### config.mk
export PLATFORM = sky130hd
export DESIGN_NAME = ceh_exception_unit
export DESIGN_NICKNAME = d
export VERILOG_FILES = /design/src/inc/ceh_pkg.sv /design/src/rtl/ceh_exception_unit.sv
export VERILOG_INCLUDE_DIRS = /design/src /design/src/inc
export SDC_FILE = /design/constraint.sdc
export NUM_CORES = 1
export LEC_CHECK = 0
export ABC_AREA = 1
export BUFFER_PORTS_ARGS = -buffer_cell sky130_fd_sc_hd__buf_4
export CORE_ASPECT_RATIO = 1.5
export CORE_MARGIN = 2
export CORE_UTILIZATION = 30
export CTS_CLUSTER_DIAMETER = 120
export CTS_CLUSTER_SIZE = 25
export DETAILED_ROUTE_END_ITERATION = 16
export GPL_TIMING_DRIVEN = 0
export SYNTH_ARGS = -nofsm -noshare
export SYNTH_HDL_FRONTEND = slang
export SYNTH_SLANG_ARGS = --single-unit
export TNS_END_PERCENT = 30
### constraint.sdc
create_clock -name clk_i -period 2.1 [get_ports clk_i]
set_clock_uncertainty 0.1 [all_clocks]
set_input_delay 0.105 -clock clk_i [delete_from_list [all_inputs] [get_ports clk_i]]
set_output_delay 0.105 -clock clk_i [all_outputs]
set_load 0.005 [all_outputs]
### src/inc/ceh_params.svh
`ifndef CEH_PARAMS_SVH
`define CEH_PARAMS_SVH
// Contract
// [RL1] Recognise reset, address, interrupts, traps, undefined, FPU, privileged
// [RL2] One fixed reset vector for every cause
// [RL3] Three readable reset status registers hold cause
// [RL4] 64-bit operand off 32-bit boundary: address exception
// [RL5] Prohibited areas left to memory protection unit
// [RL6] Address exception saves faulting instruction PC
// [RL7] Separate vector tables for maskable and NMI
// [RL8] Fast interrupt path for priority level 15
// [RL9] 16 dedicated traps, 256 trap numbers total
// [RL10] Undefined opcode raises undefined instruction exception
// [RL11] Integer division never raises an exception
// [RL12] Accepted exception clears interrupt enable flag; the reset entry leaves it set
// [RL13] Enter supervisor mode, restore mode on return

// ==========================================================
// Vectors, offsets, limits, masks and reset values
`define CEH_RESET_VEC    32'hFFFF_FFFC
`define CEH_OFS_PRIV     32'h0000_0050
`define CEH_OFS_ACCESS   32'h0000_0054
`define CEH_OFS_UNDEF    32'h0000_005C
`define CEH_OFS_FPU      32'h0000_0064
`define CEH_OFS_NMI      32'h0000_0078
`define CEH_OFS_ADDR     32'h0000_0058
`define CEH_VEC_SHIFT    2
`define CEH_FAST_LEVEL   4'hF
`define CEH_TRAP_DEDIC   8'h10
`define CEH_ALIGN_MASK   3'h3
`define CEH_STAT_RST     8'h00
`define CEH_PSW_IE_RST   1'b1
`define CEH_PSW_PM_RST   1'b0
`endif

### src/inc/ceh_pkg.sv
package ceh_pkg;
  // ==========================================================
  // Sequencer states, one-hot
  typedef enum logic [1:0] {
    CEH_ST_BOOT = 2'b01,
    CEH_ST_RUN  = 2'b10
  } ceh_state_t;

  // ==========================================================
  // Kind of exception taken
  typedef enum logic [3:0] {
    CEH_K_NONE   = 4'h0,
    CEH_K_RESET  = 4'h1,
    CEH_K_NMI    = 4'h2,
    CEH_K_IRQ    = 4'h3,
    CEH_K_FAST   = 4'h4,
    CEH_K_UNDEF  = 4'h5,
    CEH_K_PRIV   = 4'h6,
    CEH_K_TRAP   = 4'h7,
    CEH_K_ADDR   = 4'h8,
    CEH_K_FPU    = 4'h9
  } ceh_kind_t;
endpackage

### src/rtl/ceh_exception_unit.sv
`timescale 1ns/100ps
`include "ceh_params.svh"

module ceh_exception_unit (
  input  wire logic              clk_i,
  input  wire logic              nrst_i,
  input  wire logic              en_i,
  // Reset cause snapshot from the reset generator
  input  wire logic [7:0]        rst_cause0_i,
  input  wire logic [7:0]        rst_cause1_i,
  input  wire logic [7:0]        rst_cause2_i,
  // Table bases owned by the core
  input  wire logic [31:0]       intb_i,
  input  wire logic [31:0]       extb_i,
  input  wire logic [31:0]       fintv_i,
  input  wire logic [3:0]        ipl_i,
  // Instruction in execute
  input  wire logic              instr_valid_i,
  input  wire logic [31:0]       instr_pc_i,
  input  wire logic [31:0]       resume_pc_i,
  input  wire logic              undef_op_i,
  input  wire logic              priv_op_i,
  input  wire logic              fpu_exc_i,
  input  wire logic              trap_i,
  input  wire logic              break_trap_instruction_i,
  input  wire logic [7:0]        trap_num_i,
  input  wire logic              opnd64_i,
  input  wire logic [31:0]       opnd_addr_i,
  input  wire logic              rte_i,
  input  wire logic              psw_wr_i,
  input  wire logic              psw_wr_ie_i,
  input  wire logic              psw_wr_pm_i,
  // Interrupt controller
  input  wire logic              nmi_i,
  input  wire logic              irq_i,
  input  wire logic [3:0]        irq_level_i,
  input  wire logic [7:0]        irq_vec_i,
  input  wire logic              irq_fast_i,
  // Results
  output logic                   take_o,
  output ceh_pkg::ceh_kind_t     kind_o,
  output logic [31:0]            vec_o,
  output logic [31:0]            save_pc_o,
  output logic                   irq_ack_o,
  output logic                   dedic_trap_o,
  output logic                   psw_ie_o,
  output logic                   psw_pm_o,
  output logic [7:0]             rst_stat0_o,
  output logic [7:0]             rst_stat1_o,
  output logic [7:0]             rst_stat2_o
);
  import ceh_pkg::*;

  // ==========================================================
  // State
  ceh_state_t  state;
  ceh_state_t  next_state;
  logic        take;
  logic        next_take;
  ceh_kind_t   kind;
  ceh_kind_t   next_kind;
  logic [31:0] vec;
  logic [31:0] next_vec;
  logic [31:0] save_pc;
  logic [31:0] next_save_pc;
  logic        irq_ack;
  logic        next_irq_ack;
  logic        dedic;
  logic        next_dedic;
  logic        psw_ie;
  logic        next_psw_ie;
  logic        psw_pm;
  logic        next_psw_pm;
  logic        bk_ie;
  logic        next_bk_ie;
  logic        bk_pm;
  logic        next_bk_pm;
  logic [7:0]  stat0;
  logic [7:0]  next_stat0;
  logic [7:0]  stat1;
  logic [7:0]  next_stat1;
  logic [7:0]  stat2;
  logic [7:0]  next_stat2;

  // ==========================================================
  // Cause decode
  logic        misalign;
  logic        irq_ok;
  logic        is_fast;
  logic        priv_hit;
  logic        any_trap;
  logic [31:0] irq_vec;
  logic [31:0] trap_vec;

  // Only 64-bit operands check alignment; narrower ones never fault
  assign misalign = instr_valid_i & opnd64_i &
                    ((opnd_addr_i[2:0] & `CEH_ALIGN_MASK) != 3'h0); // [RL4]
  // Prohibited regions are not decoded here; the MPU flags them [RL5]
  // No division term exists, so divide faults cannot trap [RL11]
  assign irq_ok   = irq_i & psw_ie & (irq_level_i > ipl_i);       // [RL12]
  assign is_fast  = irq_fast_i & (irq_level_i == `CEH_FAST_LEVEL); // [RL8]
  // Privileged opcodes only fault in user mode
  assign priv_hit = instr_valid_i & priv_op_i & psw_pm;
  // Break is trap number zero of the interrupt table
  assign any_trap = instr_valid_i & (trap_i | break_trap_instruction_i);
  // Interrupt table entries are four bytes each
  assign irq_vec  = intb_i + {22'h00_0000, irq_vec_i, 2'b00};      // [RL7]
  assign trap_vec = break_trap_instruction_i ? intb_i :
                    intb_i + {22'h00_0000, trap_num_i, 2'b00};     // [RL9]

  // ==========================================================
  // Next-state logic: priority is reset, NMI, interrupt, undefined
  // or privileged, trap, address, floating point
  always_comb begin
    next_state   = state;
    next_take    = 1'b0;
    next_kind    = CEH_K_NONE;
    next_vec     = vec;
    next_save_pc = save_pc;
    next_irq_ack = 1'b0;
    next_dedic   = 1'b0;
    next_psw_ie  = psw_ie;
    next_psw_pm  = psw_pm;
    next_bk_ie   = bk_ie;
    next_bk_pm   = bk_pm;
    next_stat0   = stat0;
    next_stat1   = stat1;
    next_stat2   = stat2;
    case (state)
      CEH_ST_BOOT: begin
        // Cause is caught after release, every reset shares one entry
        next_stat0  = rst_cause0_i;                       // [RL3]
        next_stat1  = rst_cause1_i;                       // [RL3]
        next_stat2  = rst_cause2_i;                       // [RL3]
        next_take   = 1'b1;
        next_kind   = CEH_K_RESET;
        next_vec    = `CEH_RESET_VEC;                     // [RL2]
        next_state  = CEH_ST_RUN;
      end
      CEH_ST_RUN: begin
        if (psw_wr_i) begin
          next_psw_ie = psw_wr_ie_i;
          next_psw_pm = psw_wr_pm_i;
        end
        if (rte_i) begin
          next_psw_ie = bk_ie;
          next_psw_pm = bk_pm;                            // [RL13]
        end
        next_take = 1'b1;
        if (nmi_i) begin
          next_kind    = CEH_K_NMI;
          next_vec     = extb_i + `CEH_OFS_NMI;           // [RL7]
          next_save_pc = resume_pc_i;
        end else if (irq_ok && is_fast) begin
          next_kind    = CEH_K_FAST;
          next_vec     = fintv_i;                         // [RL8]
          next_save_pc = resume_pc_i;
          next_irq_ack = 1'b1;
        end else if (irq_ok) begin
          next_kind    = CEH_K_IRQ;
          next_vec     = irq_vec;                         // [RL7]
          next_save_pc = resume_pc_i;
          next_irq_ack = 1'b1;
        end else if (instr_valid_i && undef_op_i) begin
          next_kind    = CEH_K_UNDEF;
          next_vec     = extb_i + `CEH_OFS_UNDEF;         // [RL10]
          next_save_pc = instr_pc_i;
        end else if (priv_hit) begin
          next_kind    = CEH_K_PRIV;
          next_vec     = extb_i + `CEH_OFS_PRIV;          // [RL1]
          next_save_pc = instr_pc_i;
        end else if (any_trap) begin
          next_kind    = CEH_K_TRAP;
          next_vec     = trap_vec;                        // [RL9]
          next_save_pc = resume_pc_i;
          next_dedic   = break_trap_instruction_i |
                         (trap_num_i < `CEH_TRAP_DEDIC);  // [RL9]
        end else if (misalign) begin
          next_kind    = CEH_K_ADDR;
          next_vec     = extb_i + `CEH_OFS_ADDR;          // [RL4]
          next_save_pc = instr_pc_i;                      // [RL6]
        end else if (instr_valid_i && fpu_exc_i) begin
          next_kind    = CEH_K_FPU;
          next_vec     = extb_i + `CEH_OFS_FPU;           // [RL1]
          next_save_pc = instr_pc_i;
        end else begin
          next_take    = 1'b0;
        end
        if (next_take) begin
          // Old mode is kept for the return; one level deep only,
          // nested entries rely on the stack for outer levels
          next_bk_ie  = next_psw_ie;
          next_bk_pm  = next_psw_pm;
          next_psw_ie = 1'b0;                             // [RL12]
          next_psw_pm = 1'b0;                             // [RL13]
        end
      end
      default: begin
        next_state = CEH_ST_BOOT;
      end
    endcase
  end

  // ==========================================================
  // Registers; clock enable freezes everything
  always_ff @(posedge clk_i) begin
    if (!nrst_i) begin
      state   <= CEH_ST_BOOT;
      take    <= 1'b0;
      kind    <= CEH_K_NONE;
      vec     <= 32'h0000_0000;
      save_pc <= 32'h0000_0000;
      irq_ack <= 1'b0;
      dedic   <= 1'b0;
      psw_ie  <= `CEH_PSW_IE_RST;
      psw_pm  <= `CEH_PSW_PM_RST;
      bk_ie   <= `CEH_PSW_IE_RST;
      bk_pm   <= `CEH_PSW_PM_RST;
      stat0   <= `CEH_STAT_RST;
      stat1   <= `CEH_STAT_RST;
      stat2   <= `CEH_STAT_RST;
    end else if (en_i) begin
      state   <= next_state;
      take    <= next_take;
      kind    <= next_kind;
      vec     <= next_vec;
      save_pc <= next_save_pc;
      irq_ack <= next_irq_ack;
      dedic   <= next_dedic;
      psw_ie  <= next_psw_ie;
      psw_pm  <= next_psw_pm;
      bk_ie   <= next_bk_ie;
      bk_pm   <= next_bk_pm;
      stat0   <= next_stat0;
      stat1   <= next_stat1;
      stat2   <= next_stat2;
    end
  end

  // ==========================================================
  // Outputs straight from flops
  assign take_o       = take;
  assign kind_o       = kind;
  assign vec_o        = vec;
  assign save_pc_o    = save_pc;
  assign irq_ack_o    = irq_ack;
  assign dedic_trap_o = dedic;
  assign psw_ie_o     = psw_ie;
  assign psw_pm_o     = psw_pm;
  assign rst_stat0_o  = stat0;
  assign rst_stat1_o  = stat1;
  assign rst_stat2_o  = stat2;

endmodule

==> metrics, run 1 <==
core occupancy in the finished layout 44.8%; floorplan die height 236 um; maximum number of pins on one net before global-route repair 18; Mapped Avg Cell Area 5.73 um^2; synth top area cells dfxtp_1 (19%), nand2_1 (18%), nand3_1 (7.4%); final hold slack 28.1 ps; Netlist cell types 54; clock tree from TritonCTS built; count of buffers from port buffering 309; Post-Place Worst Slack -1030 ps; Final Hold Viols 0; area of all sequential standard cells 2030 um^2; vias per cell 5.31; violation count after the first detailed-routing iteration 1,255; chip width 159 um; maximum clock frequency 470 MHz; number of CTS-inserted buffers 9; number of cell rows 84; Total Routed Length 60,800 um; share of cells above drive strength 1 25.0%; PwrDens 428 nW/um^2; period utilization 101%; cell count after placement 2,658; worst hold path cell count 5; Synth-to-Final Area Change 46.6%; worst reg-to-reg setup slack -30 ps; filler cell count in the final layout 3,780; worst vdd rail ir drop 0.491 mV; reg-to-reg endpoint vec_o[16]; total negative slack for setup checks -79.2 ps; critical register-to-register path startpoint psw_ie_o; clock transition at the registers of the reported paths 80 ps; Initial DRT Pass Iterations 6; remaining global-route overflow 0; critical hold path startpoint fintv_i[31]; clk_lat worst skew 360 ps; final period demand of the worst path 2130 ps; Worst Path Class, Setup reg -> reg; CTS Root Buffer Type clkbuf_16; Synth warnings 0; HPWL after detailed placement 48,100 um; maximum clock path buffer count 2; Final Instance Area 15,800 um^2; Final Max Slew Viols 0; die area 37,400 um^2; post-synthesis net count 2,167; fraction of the yosys area taken by sequential cells 18.8%; final worst-path setup slack -29.8 ps; leakage power of the design 7.50 nW; final standard cell count with taps included and fillers excluded 2,799; kind of end point of the critical path register; flops & latches, synth 101; Main synth FF type dfxtp_1; cell type with the highest aggregate area in the netlist dfxtp_1; Worst R2R Path Depth 11; average wire length per cell after detail routing 21.7 um; setup repair after global routing missed its margin yes; maximum fanout encountered on the critical timing path 10; kind of path behind the tightest hold check in -> reg; status finished, violations left; hold path endpoint vec_o[31]; combined area of the multi-input logic cells 7860 um^2; share of the synthesized area in the top cell type 18.8%; WP data arrival 2290 ps; antenna violations before repair 2; wire length of the first global-routing pass 85,900 um; total power 6.75 mW; instance count of the mapped netlist 1,876; weighted congestion reported at the end of routability-driven placement 1.03; Final ANT Viol Nets 0; H-tree levels 3; violated checks negative setup slack; CP Launch Type register; final net count 2,612; Crit path required time 2260 ps; Max Cap Viol 0; # IOs 354; area of placed instances 13,700 um^2; Core Footprint 35,200 um^2; total DRC errors in the routed layout 0; routed via count 14.9k; combined area of all synthesized cells 10,800 um^2; number of enable-type register cells in the synthesized netlist 0; asr flop ratio synth 0%; gr usage total 30.8%; worst relative slew slack 23.5%; setup-violating endpoint count in the final report 3; number of sinks driven by the clock tree 101; starting utilization of the core area 30.5%; slew at the pin with the worst max-slew slack 1130 ps; via count of the first global-routing pass 14.3k
==> timing repair <==
item,4_1_cts,5_1_grt
gates resized for setup,76,105
buffers inserted,12,17
endpoints found under the hold margin,62,0
hold buffers,92,0
pin swaps,10,30
endpoints found under the setup margin,72,66
gates cloned,0,5
==> metal layers <==
layer  vias up  part of all wire, %  GRT usage, %
met5         -                0.021             0
met2       752                   50          56.1
li1       7083                    -             -
met1      6827                   37          33.2
met4         2                  6.9          18.5
met3       194                  6.7          3.75
==> cells by family (layout without fill, tap and decap cells) <==
kind of cell / count (synthesis) / after routing / synth area share, %
AO/OA/AOI/OAI: 405 / 405 / 21.3
XOR/XNOR: 42 / 42 / 3.42
buffers and inverters: 296 / 745 / 11.4
adder cells (fa/ha/maj): 34 / 34 / 4.10
other: 0 / 1 / 0
AND/OR/NAND/NOR: 998 / 998 / 41.0
flip-flops: 101 / 101 / 18.8
==> layout by cell type (no fill, tap or decap), types with 34 or more instances in the layout <==
| master | n |
|---|---|
| nand3_1 | 149 |
| dlygate4sd3_1 | 92 |
| xor2_1 | 37 |
| inv_1 | 184 |
| nand2_1 | 500 |
| o21ai_0 | 140 |
| buf_4 | 342 |
| nor2_1 | 200 |
| dfxtp_1 | 99 |
| a21oi_1 | 137 |
| o21ai_1 | 34 |
==> worst max path at each step <==
stage	from	to	slack, ps
after CTS	psw_ie_o	vec_o[25]	0.05
after global routing	psw_ie_o	vec_o[3]	-80
after detailed placement	irq_level_i[3]	vec_o[16]	-1030
after global placement	irq_level_i[3]	vec_o[16]	-1010
final	psw_ie_o	vec_o[16]	-30
after floorplan	intb_i[2]	vec_o[24]	110
==> power by group <==
part           internal (mW)  switching, mW
Combinational           1.21           1.74
Sequential              2.05         0.0758
Clock                  0.846          0.821
Total                   4.11           2.64
==> layout make-up <==
class / instances / area share (%)
multi-input cells: 1479 / 49.8
repair buffers: 434 / 22.7
flip-flops and latches: 101 / 12.9
inverters: 213 / 5.29
well taps: 473 / 3.75
plain buffers: 83 / 3.67
clock buffers: 10 / 1.52
clock inverters: 5 / 0.310
diodes: 1 / 0.0159
==> sequential cells by signal (all words and copies together) (netlist names) <==
register,count
vec_o,32
save_pc_o,32
rst_stat1_o,8
rst_stat0_o,8
bk_ie,1
dedic_trap_o,1
rst_stat2_o,8
psw_ie_o,1
take_o,1
state,2
bk_pm,1
psw_pm_o,1
kind_o,4
irq_ack_o,1
==> worst max-delay path: stages, from the launching register on <==
cell and delay, ps:
dfxtp_4 380, nand2_4 50, a41oi_2 200, nand2_4 160, buf_4 190, nor2_4 140, inv_4 80, buf_8 160
o211ai_1 240, inv_1 140, nand2_1 100, a21oi_1 60
==> cells in the mapped netlist, types with 3 or more instances <==
cell / count
a311oi_1: 32
inv_2: 18
xor2_1: 37
buf_4: 5
nor3_4: 4
clkinv_1: 4
a21oi_2: 4
nand2_2: 22
o2111ai_1: 3
nand3b_1: 3
xnor2_1: 5
a31oi_1: 14
buf_6: 7
nor3_1: 15
nand3_1: 158
buf_1: 3
nand4_1: 20
ha_1: 32
nor2_1: 206
o21ai_1: 19
clkbuf_1: 37
dfxtp_1: 101
o21ai_0: 155
a21oi_1: 144
o31ai_1: 4
nor2_8: 3
nand2_4: 3
buf_2: 29
o21bai_1: 4
o211ai_1: 14
inv_1: 189
nand2_1: 521
a211oi_1: 3
nor2_4: 13
nor2_2: 16
Note: power is estimated with default switching activity, not from simulation.
==> run 2: changes to the inputs <==
--- a/config.mk
+++ b/config.mk
@@ -17,2 +17,3 @@
 export GPL_TIMING_DRIVEN = 0
+export PLACE_DENSITY = 0.66
 export SYNTH_ARGS = -nofsm -noshare
==> constraint.sdc (replaced) <==
create_clock -name clk_i -period 2.1 [get_ports clk_i]
set_clock_uncertainty 0.1 [all_clocks]
set_input_delay 0.42 -clock clk_i [delete_from_list [all_inputs] [get_ports clk_i]]
set_output_delay 0.42 -clock clk_i [all_outputs]
set_load 0.005 [all_outputs]
==> run 2 against run 1 <==
Against the previous run: the flow still finishes with violations (negative setup slack); sequential share of layout area down 0.55 points; global-route usage is 0.27 points higher; clock power hardly changed; die area unchanged; non-clock buffer count fell by 40; total power rose by 4.8%; register-to-register slack lost 40 ps; worst setup slack lost 63 ps; sequential power barely moved; critical path type is now in -> reg; highest routed layer is now met4.
==> metrics, run 2 (synthesis gave the netlist of run 1 again) <==
logic depth of the worst path, buffers included 13 (was 11); total power 7.07 mW (was 6.75 mW); clock transition at the registers of the reported paths 70 ps (was 80 ps); setup repair after global routing missed its margin yes (unchanged); final worst-path setup slack -93.1 ps (was -29.8 ps); CP Launch Type primary input (was register); Synth-to-Final Area Change 52.7% (was 46.6%); slew at the pin with the worst max-slew slack 915 ps (was 1130 ps); wire length of the first global-routing pass 86,600 um (was 85,900 um); H-tree levels 3 (unchanged); setup-violating endpoint count in the final report 30 (was 3); floorplan die height 236 um (unchanged); leakage power of the design 7.63 nW (was 7.50 nW); CTS Root Buffer Type clkbuf_16 (unchanged); average wire length per cell after detail routing 22.1 um (was 21.7 um); weighted congestion reported at the end of routability-driven placement 1.06 (was 1.03); antenna violations before repair 1 (was 2); total negative slack for setup checks -766 ps (was -79.2 ps); chip width 159 um (unchanged); routed via count 15.1k (was 14.9k); maximum fanout encountered on the critical timing path 7 (was 10); Initial DRT Pass Iterations 6 (unchanged); Max Cap Viol 0 (unchanged); total DRC errors in the routed layout 0 (unchanged); maximum clock path buffer count 2 (unchanged); PwrDens 431 nW/um^2 (was 428 nW/um^2); gr usage total 31.1% (was 30.8%); maximum clock frequency 456 MHz (was 470 MHz); Critical Path Max Stage Delay 270 ps (was 380 ps); kind of end point of the critical path register (unchanged); Crit path required time 2240 ps (was 2260 ps); filler cell count in the final layout 3,647 (was 3,780); maximum number of pins on one net before global-route repair 17 (was 18); clk_lat worst skew 360 ps (about the same); HPWL after detailed placement 48,000 um (was 48,100 um); number of CTS-inserted buffers 9 (unchanged); final standard cell count with taps included and fillers excluded 2,759 (was 2,799); starting utilization of the core area 30.5% (unchanged); number of cell rows 84 (unchanged); Worst R2R Path Depth 10 (was 11); Final Max Slew Viols 0 (unchanged); violation count after the first detailed-routing iteration 1,299 (was 1,255); violated checks negative setup slack (unchanged); Final ANT Viol Nets 0 (unchanged); share of cells above drive strength 1 35.9% (was 25.0%); Total Routed Length 60,900 um (was 60,800 um); highest-count cells in the layout ignoring fill and taps nand2_1 (446), buf_4 (383), nor2_1 (175) (was nand2_1 (500), buf_4 (342), nor2_1 (200)); count of buffers from port buffering 309 (unchanged); status finished, violations left (unchanged); worst hold path cell count 3 (was 5); final net count 2,573 (was 2,612); cell count after placement 2,658 (unchanged); final period demand of the worst path 2190 ps (was 2130 ps); remaining global-route overflow 0 (unchanged); core occupancy in the finished layout 46.6% (was 44.8%); Worst Path Class, Setup in -> reg (was reg -> reg); leading cell type in the layout, fill and taps excluded nand2_1 (unchanged); CP top delay family buffers and inverters (unchanged); via count of the first global-routing pass 14.2k (was 14.3k); final hold slack 215 ps (was 28.1 ps); Core Footprint 35,200 um^2 (unchanged); kind of path behind the tightest hold check in -> reg (unchanged); buffering stage count on the worst path with inverters included 6 (was 4); die area 37,400 um^2 (unchanged); # IOs 354 (unchanged); number of sinks driven by the clock tree 101 (unchanged); Final Hold Viols 0 (unchanged); vias per cell 5.46 (was 5.31); WP data arrival 2340 ps (was 2290 ps); period utilization 104% (was 101%); Critical Path Slowest Stage Cell o211ai_1 (was dfxtp_4); worst relative slew slack 38.2% (was 23.5%); crit-path cells buf_6 -> inv_4 -> ha_4 -> buf_4 -> a41oi_2 -> nand2_4 -> nor2_4 -> clkinv_4 -> clkbuf_16 -> o211ai_1 -> inv_1 -> nand2_2 -> a21oi_2 (was nand2_4 -> a41oi_2 -> nand2_4 -> buf_4 -> nor2_4 -> inv_4 -> buf_8 -> o211ai_1 -> inv_1 -> nand2_1 -> a21oi_1); worst vdd rail ir drop 0.421 mV (was 0.491 mV); clock tree from TritonCTS built (unchanged); # diodes 0 (was 1)
-- run 2: cell count changes in the layout (fill, tap and decap cells not counted), moves of 18 or more --
cell,delta
a21oi_1,-18
buf_4,+41
buf_6,+20
dlygate4sd3_1,-92
ha_4,+18
nand2_1,-54
nand2_2,+40
nand3_1,-20
nor2_1,-25
nor2_2,+19
o21ai_0,-39
o21ai_2,+27
-- run 2: path summary, 6_finish.rpt --
check | slack (ps) | from | to
min | 210 | rst_cause0_i[3] | rst_stat0_o[3]
max | -90 | ipl_i[1] | vec_o[26]
max reg2reg | -70 | psw_ie_o | vec_o[26]
min reg2reg | 380 | kind_o[1] | kind_o[1]
-- run 2: where the power goes --
group | leakage, nW | total [mW] | switching [mW] | internal, mW
Combinational | 6.66 | 3.23 | 1.92 | 1.31
Clock | 0.139 | 1.70 | 0.772 | 0.923
Sequential | 0.829 | 2.15 | 0.0911 | 2.05
Total | 7.63 | 7.07 | 2.78 | 4.29
-- run 2: through the flow --
step / setup WS, ps / instance area (um^2)
after floorplan: -56.4 / 10900
after global placement: -952 / 13800
after detailed placement: -971 / 13800
after CTS: -41.1 / 15300
after global routing: -163 / 16400
final: -93.1 / 16400
-- run 2: tightest hold or removal path, stage by stage --
cell and delay (ps):
buf_4 80, o21ai_0 70, nor2_1 80
-- run 2: repair_timing --
| action | in CTS | in global routing |
|---|---|---|
| gates resized for setup | 210 | 231 |
| setup buffers | 38 | 38 |
| endpoints found under the hold margin | 0 | 0 |
| hold buffers | 0 | 0 |
| pin swaps | 62 | 88 |
| cloned | 2 | 8 |
| setup endpoints to repair | 70 | 68 |
-- run 2: final cells by class --
type / instances / area (um^2) / share of cell area (%)
inverter: 213 / 851 / 5.18
multi-input combinational: 1480 / 8860 / 54.0
sequential: 101 / 2020 / 12.3
tap: 473 / 592 / 3.61
clock buffer: 10 / 229 / 1.39
buffer: 83 / 711 / 4.33
clock inverter: 5 / 60.1 / 0.366
timing repair buffer: 394 / 3090 / 18.8
-- run 2: metal layers --
layer  global-route usage [%]  share of wire (%)
met1                     33.8                 35
met5                        0                  0
met4                     23.1                9.6
met2                     52.1                 48
met3                     6.65                8.0
